===== config.mk =====
export PLATFORM = sky130hd
export DESIGN_NAME = bpd_block_peak_detector
export DESIGN_NICKNAME = d
export VERILOG_FILES = /design/src/bpd_pkg.sv /design/src/bpd_block_peak_detector.sv
export VERILOG_INCLUDE_DIRS = /design/src
export SDC_FILE = /design/constraint.sdc
export NUM_CORES = 1
export LEC_CHECK = 0
export BUFFER_PORTS_ARGS = -buffer_cell sky130_fd_sc_hd__buf_4
export CORE_AREA = 2 2 174 176
export CTS_BUF_LIST = sky130_fd_sc_hd__clkbuf_4 sky130_fd_sc_hd__clkbuf_8
export CTS_CLUSTER_DIAMETER = 80
export CTS_CLUSTER_SIZE = 24
export DETAILED_ROUTE_END_ITERATION = 16
export DIE_AREA = 0 0 176 178
export GPL_ROUTABILITY_DRIVEN = 1
export PLACE_DENSITY = 0.59
export SLEW_MARGIN = 20
export SYNTH_ARGS = -nofsm -noshare
export SYNTH_HDL_FRONTEND = slang
export SYNTH_SLANG_ARGS = --single-unit

===== constraint.sdc =====
create_clock -name clock -period 4.5 [get_ports clock]
set_input_delay 0 -clock clock [delete_from_list [all_inputs] [get_ports clock]]
set_output_delay 0 -clock clock [all_outputs]
set_load 0.03 [all_outputs]

===== src/bpd_defines.svh =====
// Register offsets, field positions, reset values and widths of the peak detector.
// Assumes inclusion by bare name from the package and the detector module.
`ifndef BPD_DEFINES_SVH
`define BPD_DEFINES_SVH

// ==========================================================================
// Register offsets
`define BPD_ADDR_W           8
`define BPD_DATA_W           8
`define BPD_OFF_ENABLE       8'h00
`define BPD_OFF_LEN_LOW      8'h01
`define BPD_OFF_LEN_MID      8'h02
`define BPD_OFF_LEN_TOP      8'h03
`define BPD_OFF_HI_SET       8'h07
`define BPD_OFF_HI_CLR       8'h08
`define BPD_OFF_LO_SET       8'h09
`define BPD_OFF_LO_CLR       8'h0a
`define BPD_OFF_DWELL_LOW    8'h0b
`define BPD_OFF_DWELL_HIGH   8'h0c
`define BPD_OFF_IRQ_STATUS   8'h20
`define BPD_OFF_IRQ_MASK     8'h21
`define BPD_OFF_FLAGS        8'h22
`define BPD_OFF_PEAK         8'h23

// ==========================================================================
// Fields and reset values
`define BPD_ENABLE_BIT       0
`define BPD_LEN_TOP_BIT      0
`define BPD_LEN_W            17
`define BPD_DWELL_W          16
`define BPD_REG_RESET        8'h00
`define BPD_IRQ_W            3
`define BPD_IRQ_HI_RISE      0
`define BPD_IRQ_LO_RISE      1
`define BPD_IRQ_BLOCK        2

// ==========================================================================
// Sample path
`define BPD_SAMPLE_W         14
`define BPD_MAG_W            9
`define BPD_MAG_SHIFT        5
`define BPD_GROUP_W          3
`define BPD_GROUP_LAST       3'h7
`define BPD_PEAK_SAT         9'h0ff

`endif


===== src/bpd_pkg.sv =====
// Types shared by the block peak power detector and its surroundings.
// Assumes bpd_defines.svh is on the include path.
`include "bpd_defines.svh"

package bpd_pkg;

    // One converter sample per clock when valid is high
    typedef struct packed {
        logic                             valid;
        logic signed [`BPD_SAMPLE_W-1:0]  data;
    } bpd_sample_s;

    // Hysteresis detector flags towards the gain-control loop
    typedef struct packed {
        logic high_flag;
        logic low_flag;
    } bpd_flags_s;

    typedef logic [`BPD_MAG_W-1:0] bpd_mag_t;

endpackage


===== src/bpd_block_peak_detector.sv =====
// Block peak power detector with four hysteresis thresholds and dwell.
// Assumes one sample per clock from the converter stream, and a byte-wide
// register port whose master never issues read and write together.
//
// What this block does
// Detector runs only while enable bit set.
// Block length is unsigned linear 17-bit count.
// Length counts peaks of 8 converter samples.
// Length bytes at 001h, 002h, bit16 003h.
// Software: decimate 4/6 length multiple 5xD.
// Software: decimate 8-32 length multiple 10xD.
// Four 8-bit thresholds, 256 equals full scale.
// Flag sets when peak exceeds set threshold.
// Flag clears after dwell below clear threshold.
// Block peak is max reduced sample, restart.

`include "bpd_defines.svh"

module bpd_block_peak_detector (
    // Clock and reset
    input  wire logic                     clock,
    input  wire logic                     sys_rst,
    // Register port
    input  wire logic [`BPD_ADDR_W-1:0]   reg_addr,
    input  wire logic [`BPD_DATA_W-1:0]   reg_wdata,
    input  wire logic                     reg_wr,
    input  wire logic                     reg_rd,
    output logic      [`BPD_DATA_W-1:0]   reg_rdata,
    // Converter sample stream
    input  wire bpd_pkg::bpd_sample_s     sample_in,
    // Detector outputs
    output bpd_pkg::bpd_flags_s           flags_out,
    output logic                          block_done,
    output logic                          irq
);
    import bpd_pkg::*;

    // ======================================================================
    // Helpers

    // Magnitude scaled so that negative full scale reads exactly 256
    function automatic bpd_mag_t sample_mag(input logic signed [`BPD_SAMPLE_W-1:0] s);
        logic [`BPD_SAMPLE_W-1:0] a;
        a = s[`BPD_SAMPLE_W-1] ? (~s + 1'b1) : s;
        if (s[`BPD_SAMPLE_W-1] && (a == {1'b1, {(`BPD_SAMPLE_W-1){1'b0}}})) begin
            return bpd_mag_t'(a >> `BPD_MAG_SHIFT);
        end
        return bpd_mag_t'(a[`BPD_SAMPLE_W-2:0] >> `BPD_MAG_SHIFT);
    endfunction

    function automatic bpd_mag_t mag_max(input bpd_mag_t a, input bpd_mag_t b);
        return (a > b) ? a : b;
    endfunction

    // ======================================================================
    // Configuration registers

    logic [`BPD_DATA_W-1:0]   enable_reg;
    logic [`BPD_DATA_W-1:0]   len_low;
    logic [`BPD_DATA_W-1:0]   len_mid;
    logic [`BPD_DATA_W-1:0]   len_top;
    logic [`BPD_DATA_W-1:0]   hi_set_th;
    logic [`BPD_DATA_W-1:0]   hi_clr_th;
    logic [`BPD_DATA_W-1:0]   lo_set_th;
    logic [`BPD_DATA_W-1:0]   lo_clr_th;
    logic [`BPD_DATA_W-1:0]   dwell_low;
    logic [`BPD_DATA_W-1:0]   dwell_high;
    logic [`BPD_IRQ_W-1:0]    irq_mask;
    logic [`BPD_IRQ_W-1:0]    irq_status;

    logic                     det_en;
    logic [`BPD_LEN_W-1:0]    block_length;
    logic [`BPD_LEN_W-1:0]    length_eff;
    logic [`BPD_DWELL_W-1:0]  dwell;

    always_ff @(posedge clock or posedge sys_rst) begin
        if (sys_rst) begin
            enable_reg <= `BPD_REG_RESET;
            len_low    <= `BPD_REG_RESET;
            len_mid    <= `BPD_REG_RESET;
            len_top    <= `BPD_REG_RESET;
            hi_set_th  <= `BPD_REG_RESET;
            hi_clr_th  <= `BPD_REG_RESET;
            lo_set_th  <= `BPD_REG_RESET;
            lo_clr_th  <= `BPD_REG_RESET;
            dwell_low  <= `BPD_REG_RESET;
            dwell_high <= `BPD_REG_RESET;
            irq_mask   <= `BPD_IRQ_W'(`BPD_REG_RESET);
        end else if (reg_wr) begin
            unique case (reg_addr)
                // Unused bits are kept at zero so they read back as zero
                `BPD_OFF_ENABLE: begin
                    enable_reg <= {{(`BPD_DATA_W-1){1'b0}}, reg_wdata[`BPD_ENABLE_BIT]};
                end
                `BPD_OFF_LEN_LOW:    len_low    <= reg_wdata;
                `BPD_OFF_LEN_MID:    len_mid    <= reg_wdata;
                `BPD_OFF_LEN_TOP: begin
                    len_top <= {{(`BPD_DATA_W-1){1'b0}}, reg_wdata[`BPD_LEN_TOP_BIT]};
                end
                `BPD_OFF_HI_SET:     hi_set_th  <= reg_wdata;
                `BPD_OFF_HI_CLR:     hi_clr_th  <= reg_wdata;
                `BPD_OFF_LO_SET:     lo_set_th  <= reg_wdata;
                `BPD_OFF_LO_CLR:     lo_clr_th  <= reg_wdata;
                `BPD_OFF_DWELL_LOW:  dwell_low  <= reg_wdata;
                `BPD_OFF_DWELL_HIGH: dwell_high <= reg_wdata;
                `BPD_OFF_IRQ_MASK:   irq_mask   <= reg_wdata[`BPD_IRQ_W-1:0];
                default: begin
                end
            endcase
        end
    end

    assign det_en       = enable_reg[`BPD_ENABLE_BIT];
    assign block_length = {len_top[`BPD_LEN_TOP_BIT], len_mid, len_low};
    // A zero length would close a block on every reduced sample; it behaves as a length of one
    assign length_eff   = (block_length == '0) ? `BPD_LEN_W'(1) : block_length;
    assign dwell        = {dwell_high, dwell_low};

    // ======================================================================
    // Reduction: one value per group of 8 converter samples

    logic [`BPD_GROUP_W-1:0]  group_cnt;
    bpd_mag_t                 group_max;
    bpd_mag_t                 cur_mag;
    logic                     red_valid;
    bpd_mag_t                 red_value;

    assign cur_mag = sample_mag(sample_in.data);

    always_ff @(posedge clock or posedge sys_rst) begin
        if (sys_rst) begin
            group_cnt <= '0;
            group_max <= '0;
            red_valid <= 1'b0;
            red_value <= '0;
        end else if (!det_en) begin
            group_cnt <= '0;
            group_max <= '0;
            red_valid <= 1'b0;
        end else begin
            red_valid <= 1'b0;
            if (sample_in.valid) begin
                if (group_cnt == `BPD_GROUP_LAST) begin
                    red_value <= mag_max(group_max, cur_mag);
                    red_valid <= 1'b1;
                    group_max <= '0;
                end else begin
                    group_max <= mag_max(group_max, cur_mag);
                end
                group_cnt <= group_cnt + 1'b1;
            end
        end
    end

    // ======================================================================
    // Block accumulation over the programmed number of reduced samples

    logic [`BPD_LEN_W-1:0]    blk_cnt;
    bpd_mag_t                 blk_max;
    bpd_mag_t                 block_peak;
    bpd_mag_t                 blk_next_max;

    assign blk_next_max = mag_max(blk_max, red_value);

    always_ff @(posedge clock or posedge sys_rst) begin
        if (sys_rst) begin
            blk_cnt    <= '0;
            blk_max    <= '0;
            block_peak <= '0;
            block_done <= 1'b0;
        end else if (!det_en) begin
            blk_cnt    <= '0;
            blk_max    <= '0;
            block_done <= 1'b0;
        end else begin
            block_done <= 1'b0;
            if (red_valid) begin
                if (blk_cnt + 1'b1 >= length_eff) begin
                    block_peak <= blk_next_max;
                    block_done <= 1'b1;
                    blk_cnt    <= '0;
                    blk_max    <= '0;
                end else begin
                    blk_cnt    <= blk_cnt + 1'b1;
                    blk_max    <= blk_next_max;
                end
            end
        end
    end

    // ======================================================================
    // Hysteresis comparators with dwell

    // Dwell time ticks once per reduced sample, i.e. at sample rate over 8
    logic [`BPD_DWELL_W-1:0]  hi_dwell_cnt;
    logic [`BPD_DWELL_W-1:0]  lo_dwell_cnt;
    logic                     hi_below;
    logic                     lo_below;
    logic                     hi_flag;
    logic                     lo_flag;
    logic                     hi_rise;
    logic                     lo_rise;

    // Thresholds are zero-extended, so a peak of 256 exceeds every setting
    assign hi_below = block_peak < bpd_mag_t'(hi_clr_th);
    assign lo_below = block_peak < bpd_mag_t'(lo_clr_th);

    always_ff @(posedge clock or posedge sys_rst) begin
        if (sys_rst) begin
            hi_flag      <= 1'b0;
            hi_dwell_cnt <= '0;
        end else if (!det_en) begin
            hi_flag      <= 1'b0;
            hi_dwell_cnt <= '0;
        end else if (block_done && (block_peak > bpd_mag_t'(hi_set_th))) begin
            hi_flag      <= 1'b1;
            hi_dwell_cnt <= '0;
        end else if (hi_flag && hi_below) begin
            if (hi_dwell_cnt >= dwell) begin
                hi_flag      <= 1'b0;
                hi_dwell_cnt <= '0;
            end else if (red_valid) begin
                hi_dwell_cnt <= hi_dwell_cnt + 1'b1;
            end
        end else begin
            // Any peak at or above the clear level restarts the dwell
            hi_dwell_cnt <= '0;
        end
    end

    always_ff @(posedge clock or posedge sys_rst) begin
        if (sys_rst) begin
            lo_flag      <= 1'b0;
            lo_dwell_cnt <= '0;
        end else if (!det_en) begin
            lo_flag      <= 1'b0;
            lo_dwell_cnt <= '0;
        end else if (block_done && (block_peak > bpd_mag_t'(lo_set_th))) begin
            lo_flag      <= 1'b1;
            lo_dwell_cnt <= '0;
        end else if (lo_flag && lo_below) begin
            if (lo_dwell_cnt >= dwell) begin
                lo_flag      <= 1'b0;
                lo_dwell_cnt <= '0;
            end else if (red_valid) begin
                lo_dwell_cnt <= lo_dwell_cnt + 1'b1;
            end
        end else begin
            lo_dwell_cnt <= '0;
        end
    end

    // Edge detectors for the two flag-rise interrupt events
    logic                     hi_flag_d;
    logic                     lo_flag_d;

    always_ff @(posedge clock or posedge sys_rst) begin
        if (sys_rst) begin
            hi_flag_d <= 1'b0;
            lo_flag_d <= 1'b0;
        end else begin
            hi_flag_d <= hi_flag;
            lo_flag_d <= lo_flag;
        end
    end

    assign hi_rise = hi_flag & ~hi_flag_d;
    assign lo_rise = lo_flag & ~lo_flag_d;

    assign flags_out = '{high_flag: hi_flag, low_flag: lo_flag};

    // ======================================================================
    // Interrupt status, cleared by reading it

    logic [`BPD_IRQ_W-1:0]    irq_events;
    logic [`BPD_IRQ_W-1:0]    irq_clear;

    always_comb begin
        irq_events                    = '0;
        irq_events[`BPD_IRQ_HI_RISE]  = hi_rise;
        irq_events[`BPD_IRQ_LO_RISE]  = lo_rise;
        irq_events[`BPD_IRQ_BLOCK]    = block_done;
    end

    assign irq_clear = (reg_rd && (reg_addr == `BPD_OFF_IRQ_STATUS)) ? '1 : '0;

    always_ff @(posedge clock or posedge sys_rst) begin
        if (sys_rst) begin
            irq_status <= '0;
        end else begin
            // A new event in the clearing cycle survives the read
            irq_status <= (irq_status & ~irq_clear) | irq_events;
        end
    end

    assign irq = |(irq_status & irq_mask);

    // ======================================================================
    // Read port: data stand in the cycle after the strobe only

    logic [`BPD_DATA_W-1:0]   next_rdata;
    logic [`BPD_DATA_W-1:0]   peak_byte;

    // Full-scale 256 does not fit a byte; it reads back saturated
    assign peak_byte = (block_peak > `BPD_PEAK_SAT) ? '1 : block_peak[`BPD_DATA_W-1:0];

    always_comb begin
        next_rdata = '0;
        unique case (reg_addr)
            `BPD_OFF_ENABLE:     next_rdata = enable_reg;
            `BPD_OFF_LEN_LOW:    next_rdata = len_low;
            `BPD_OFF_LEN_MID:    next_rdata = len_mid;
            `BPD_OFF_LEN_TOP:    next_rdata = len_top;
            `BPD_OFF_HI_SET:     next_rdata = hi_set_th;
            `BPD_OFF_HI_CLR:     next_rdata = hi_clr_th;
            `BPD_OFF_LO_SET:     next_rdata = lo_set_th;
            `BPD_OFF_LO_CLR:     next_rdata = lo_clr_th;
            `BPD_OFF_DWELL_LOW:  next_rdata = dwell_low;
            `BPD_OFF_DWELL_HIGH: next_rdata = dwell_high;
            `BPD_OFF_IRQ_STATUS: next_rdata = `BPD_DATA_W'(irq_status);
            `BPD_OFF_IRQ_MASK:   next_rdata = `BPD_DATA_W'(irq_mask);
            `BPD_OFF_FLAGS:      next_rdata = `BPD_DATA_W'({lo_flag, hi_flag});
            `BPD_OFF_PEAK:       next_rdata = peak_byte;
            default:             next_rdata = '0;
        endcase
    end

    always_ff @(posedge clock or posedge sys_rst) begin
        if (sys_rst) begin
            reg_rdata <= '0;
        end else if (reg_rd) begin
            reg_rdata <= next_rdata;
        end else begin
            reg_rdata <= '0;
        end
    end

endmodule


==> metrics.cfg <==
[status]
outcome = finished clean

[timing]
rsz0062_at_grt = false
min_period_ns = 3.77
relSlewSlack_pct = 19.6
clock.fmax_ghz = 0.265
finalSetupViolCount = 0
hold_viol_final = 0
finClkSkew_ns = 0.0210
tightest_slew_ns = 1.21
fin_crit_sh_pct = 83.7
tns_ns = 0
whs_ns = 0.0410
slew_violations = 0

[hold_path]
hold_class = in -> reg

[power_and_ir_drop]
ir_worst_vdd_v = 0.000168
p_leak_nw = 5.55
power.density_mw_per_mm2 = 252

[global_route]
grt_pass1_wl_mm = 45.5
grt_max_degree = 175
gr-total-overflow = 0
antenna_found_initial = 0
grt_usage_pct = 18.6
first_global_vias = 8247

[drt]
drc = 0
vias = 8411
dr.first_iter.drc_count = 600
vias_per_cell = 5.29
drt_first_pass_iters = 6
ant_nets = 0
wl_per_cell_um = 17.4
routed_wl_mm = 27.7

[critical_path]
cp-end-kind = flop
cpPeakStageDelay_ns = 0.69
worstPathCellList = ha_1, and3_1, nand3_1, or2_2, nand2_1, ha_1, a21oi_1, o21ai_0, a221oi_1, nand3_1, o311ai_2, a22o_1
required_ns = 4.92
startpoint_type = flop
cp.buffers_inverters = 0
rrSetupSlack_ns = 0.73
path_max_fanout = 8
cpMaxStageDelayCell = a221oi_1
cp_top_family = compound AO/OA/AOI/OAI gates
arrival_ns = 4.19
crit_type = reg -> reg

[layout]
layout.nets = 1326
multi_input_area_mm2 = 0.00585
regArea_mm2 = 0.00435
top_register = blk_cnt
fill_cells = 2890
area_growth_pct = 13.2
top_regs = blk_cnt x17, hi_dwell_cnt x16, lo_dwell_cnt x16
layout-drive-gt1-share_pct = 13.7
antenna_cells = 0
largest_reg_flops = 17

[floorplan]
dieArea_mm2 = 0.0313
rows = 63
core_area_mm2 = 0.0294
die_y_um = 178
start_util_pct = 36.5
dieWidth_um = 176
pin_count = 47

[cts]
clk_transition_reported_paths_ns = 0.11
cts_buffers = 17
clk_latency_ns = 0.48
cts_setup_buffers = 0
cts.sinks = 174
clk_path_buf_depth = 2
tritoncts = done
root_buffer = clkbuf_8
htreeDepth = 4

[place]
gp_congestion = 0.891
port_buffers = 46
dp_hpwl_mm = 20.1

[synth]
syn_area_mm2 = 0.0107
async_flop_share_pct = 100
synth_edf_count = 0
ys_warn_count = 0
ys_ff_latch = 174
synth_ff_type = dfrtp_1
postSynthCellCount = 1125
synth.distinct_cells = 74
syn_avg_cell_area_um2 = 9.53
synthesis.nets = 1263
yosysSeqAreaShare_pct = 40.6

[run]
maxCapViolations = 0

-- cell usage after synthesis (11+ instances only) --
library cell	n	area share, %
mux2_2	48	5.0
nor3_1	32	1.5
a21oi_1	45	2.1
nand2b_1	16	0.93
ha_1	103	12
a21o_1	13	0.91
xor2_1	23	1.9
dfrtp_1	174	41
clkbuf_1	27	0.95
xnor2_1	28	2.3
nand3_1	35	1.6
nor2_1	80	2.8
o21ai_0	66	3.1
mux2i_1	23	2.1
nand2_1	127	4.4
nand4_1	17	0.99
a211oi_1	11	0.77
inv_1	96	3.4
-- power by group --
group          switching [mW]  internal [mW]  leakage, nW
sequential             0.0378           1.60         2.30
combinational           0.194          0.132         3.06
clock                   0.669          0.430        0.194
total                   0.900           2.16         5.55
-- cell usage in the layout (no fill, tap or decap), drive strengths merged, types with 6 or more instances in the layout --
cell type / n
a211oi: 11
a21o: 13
a21oi: 45
a221oi: 7
a22o: 10
a22oi: 8
a31oi: 10
buf: 57
clkbuf: 18
dfrtp: 174
dlygate4sd3: 25
ha: 103
inv: 105
mux2: 48
mux2i: 23
nand2: 127
nand2b: 16
nand3: 35
nand4: 17
nor2: 80
nor2b: 7
nor3: 36
nor4: 6
o211ai: 6
o21ai: 67
o32ai: 8
or2: 7
xnor2: 28
xor2: 23
-- timing repair --
item,4_1_cts,5_1_grt
gates resized for setup,0,0
hold buffers,25,0
hold endpoints to repair,274,0
-- cell type report --
| type | count | area share (%) |
|---|---|---|
| Sequential cell | 174 | 35.9 |
| Clock buffer | 18 | 2.04 |
| Clock inverter | 14 | 1.20 |
| Multi-Input combinational cell | 816 | 48.2 |
| Timing Repair Buffer | 82 | 5.69 |
| Inverter | 97 | 3.03 |
| Tap cell | 390 | 4.02 |
-- worst paths after layout --
| kind | startpoint | endpoint | depth (start not counted) |
|---|---|---|---|
| hold reg to reg | hi_flag_d | irq_status[0] | 1 |
| setup / recovery | blk_cnt[0] | blk_max[6] | 12 |
| hold / removal | sample_in[2] | red_value[8] | 6 |
| max in group asynchronous | sys_rst | group_max[8] | 4 |
| setup reg to reg | blk_cnt[0] | blk_max[6] | 12 |
| min in group asynchronous | sys_rst | blk_cnt[8] | 4 |
-- cell families (layout without fill, tap and decap cells) --
logic type,Yosys count,after routing,share of synthesized area [%]
AND/OR/NAND/NOR,358,358,15.9
AO/OA/AOI/OAI,228,228,14.2
flip-flops,174,174,40.6
buffers and inverters,135,211,4.91
adder cells (fa/ha/maj),103,103,12.0
multiplexers,76,76,8.24
XOR/XNOR,51,51,4.17
-- worst reg2reg max path, stage by stage (launching register included) --
cell      delay (ns)
dfrtp_1         0.43
ha_1            0.24
and3_1          0.26
nand3_1         0.18
or2_2           0.33
nand2_1         0.07
ha_1            0.24
a21oi_1         0.13
o21ai_0         0.11
a221oi_1        0.69
nand3_1         0.21
o311ai_2        0.61
a22o_1          0.22
-- metal layers --
layer | up-vias | track usage, % | routed length (um)
met5 | - | 0 | 0
met4 | 0 | 6.71 | 723
met3 | 36 | 3.39 | 1390
met2 | 187 | 28.1 | 12100
met1 | 4053 | 26.8 | 13500
li1 | 4135 | - | -
-- stage by stage --
stage          cells  area [um^2]  util [%]  worst slack (ns)  power [mW]
4_1_cts         1591        12100      41.3             0.783        3.11
6_report        1591        12100      41.3             0.732        3.06
2_1_floorplan   1125        10700         -              1.40        1.86
3_5_place_dp    1534        11500      39.1             0.805        1.98
5_1_grt         1591        12100      41.3             0.464        3.21
3_3_place_gp    1534        11500      39.1             0.871        1.97
Power figures use the tool's default switching activity.
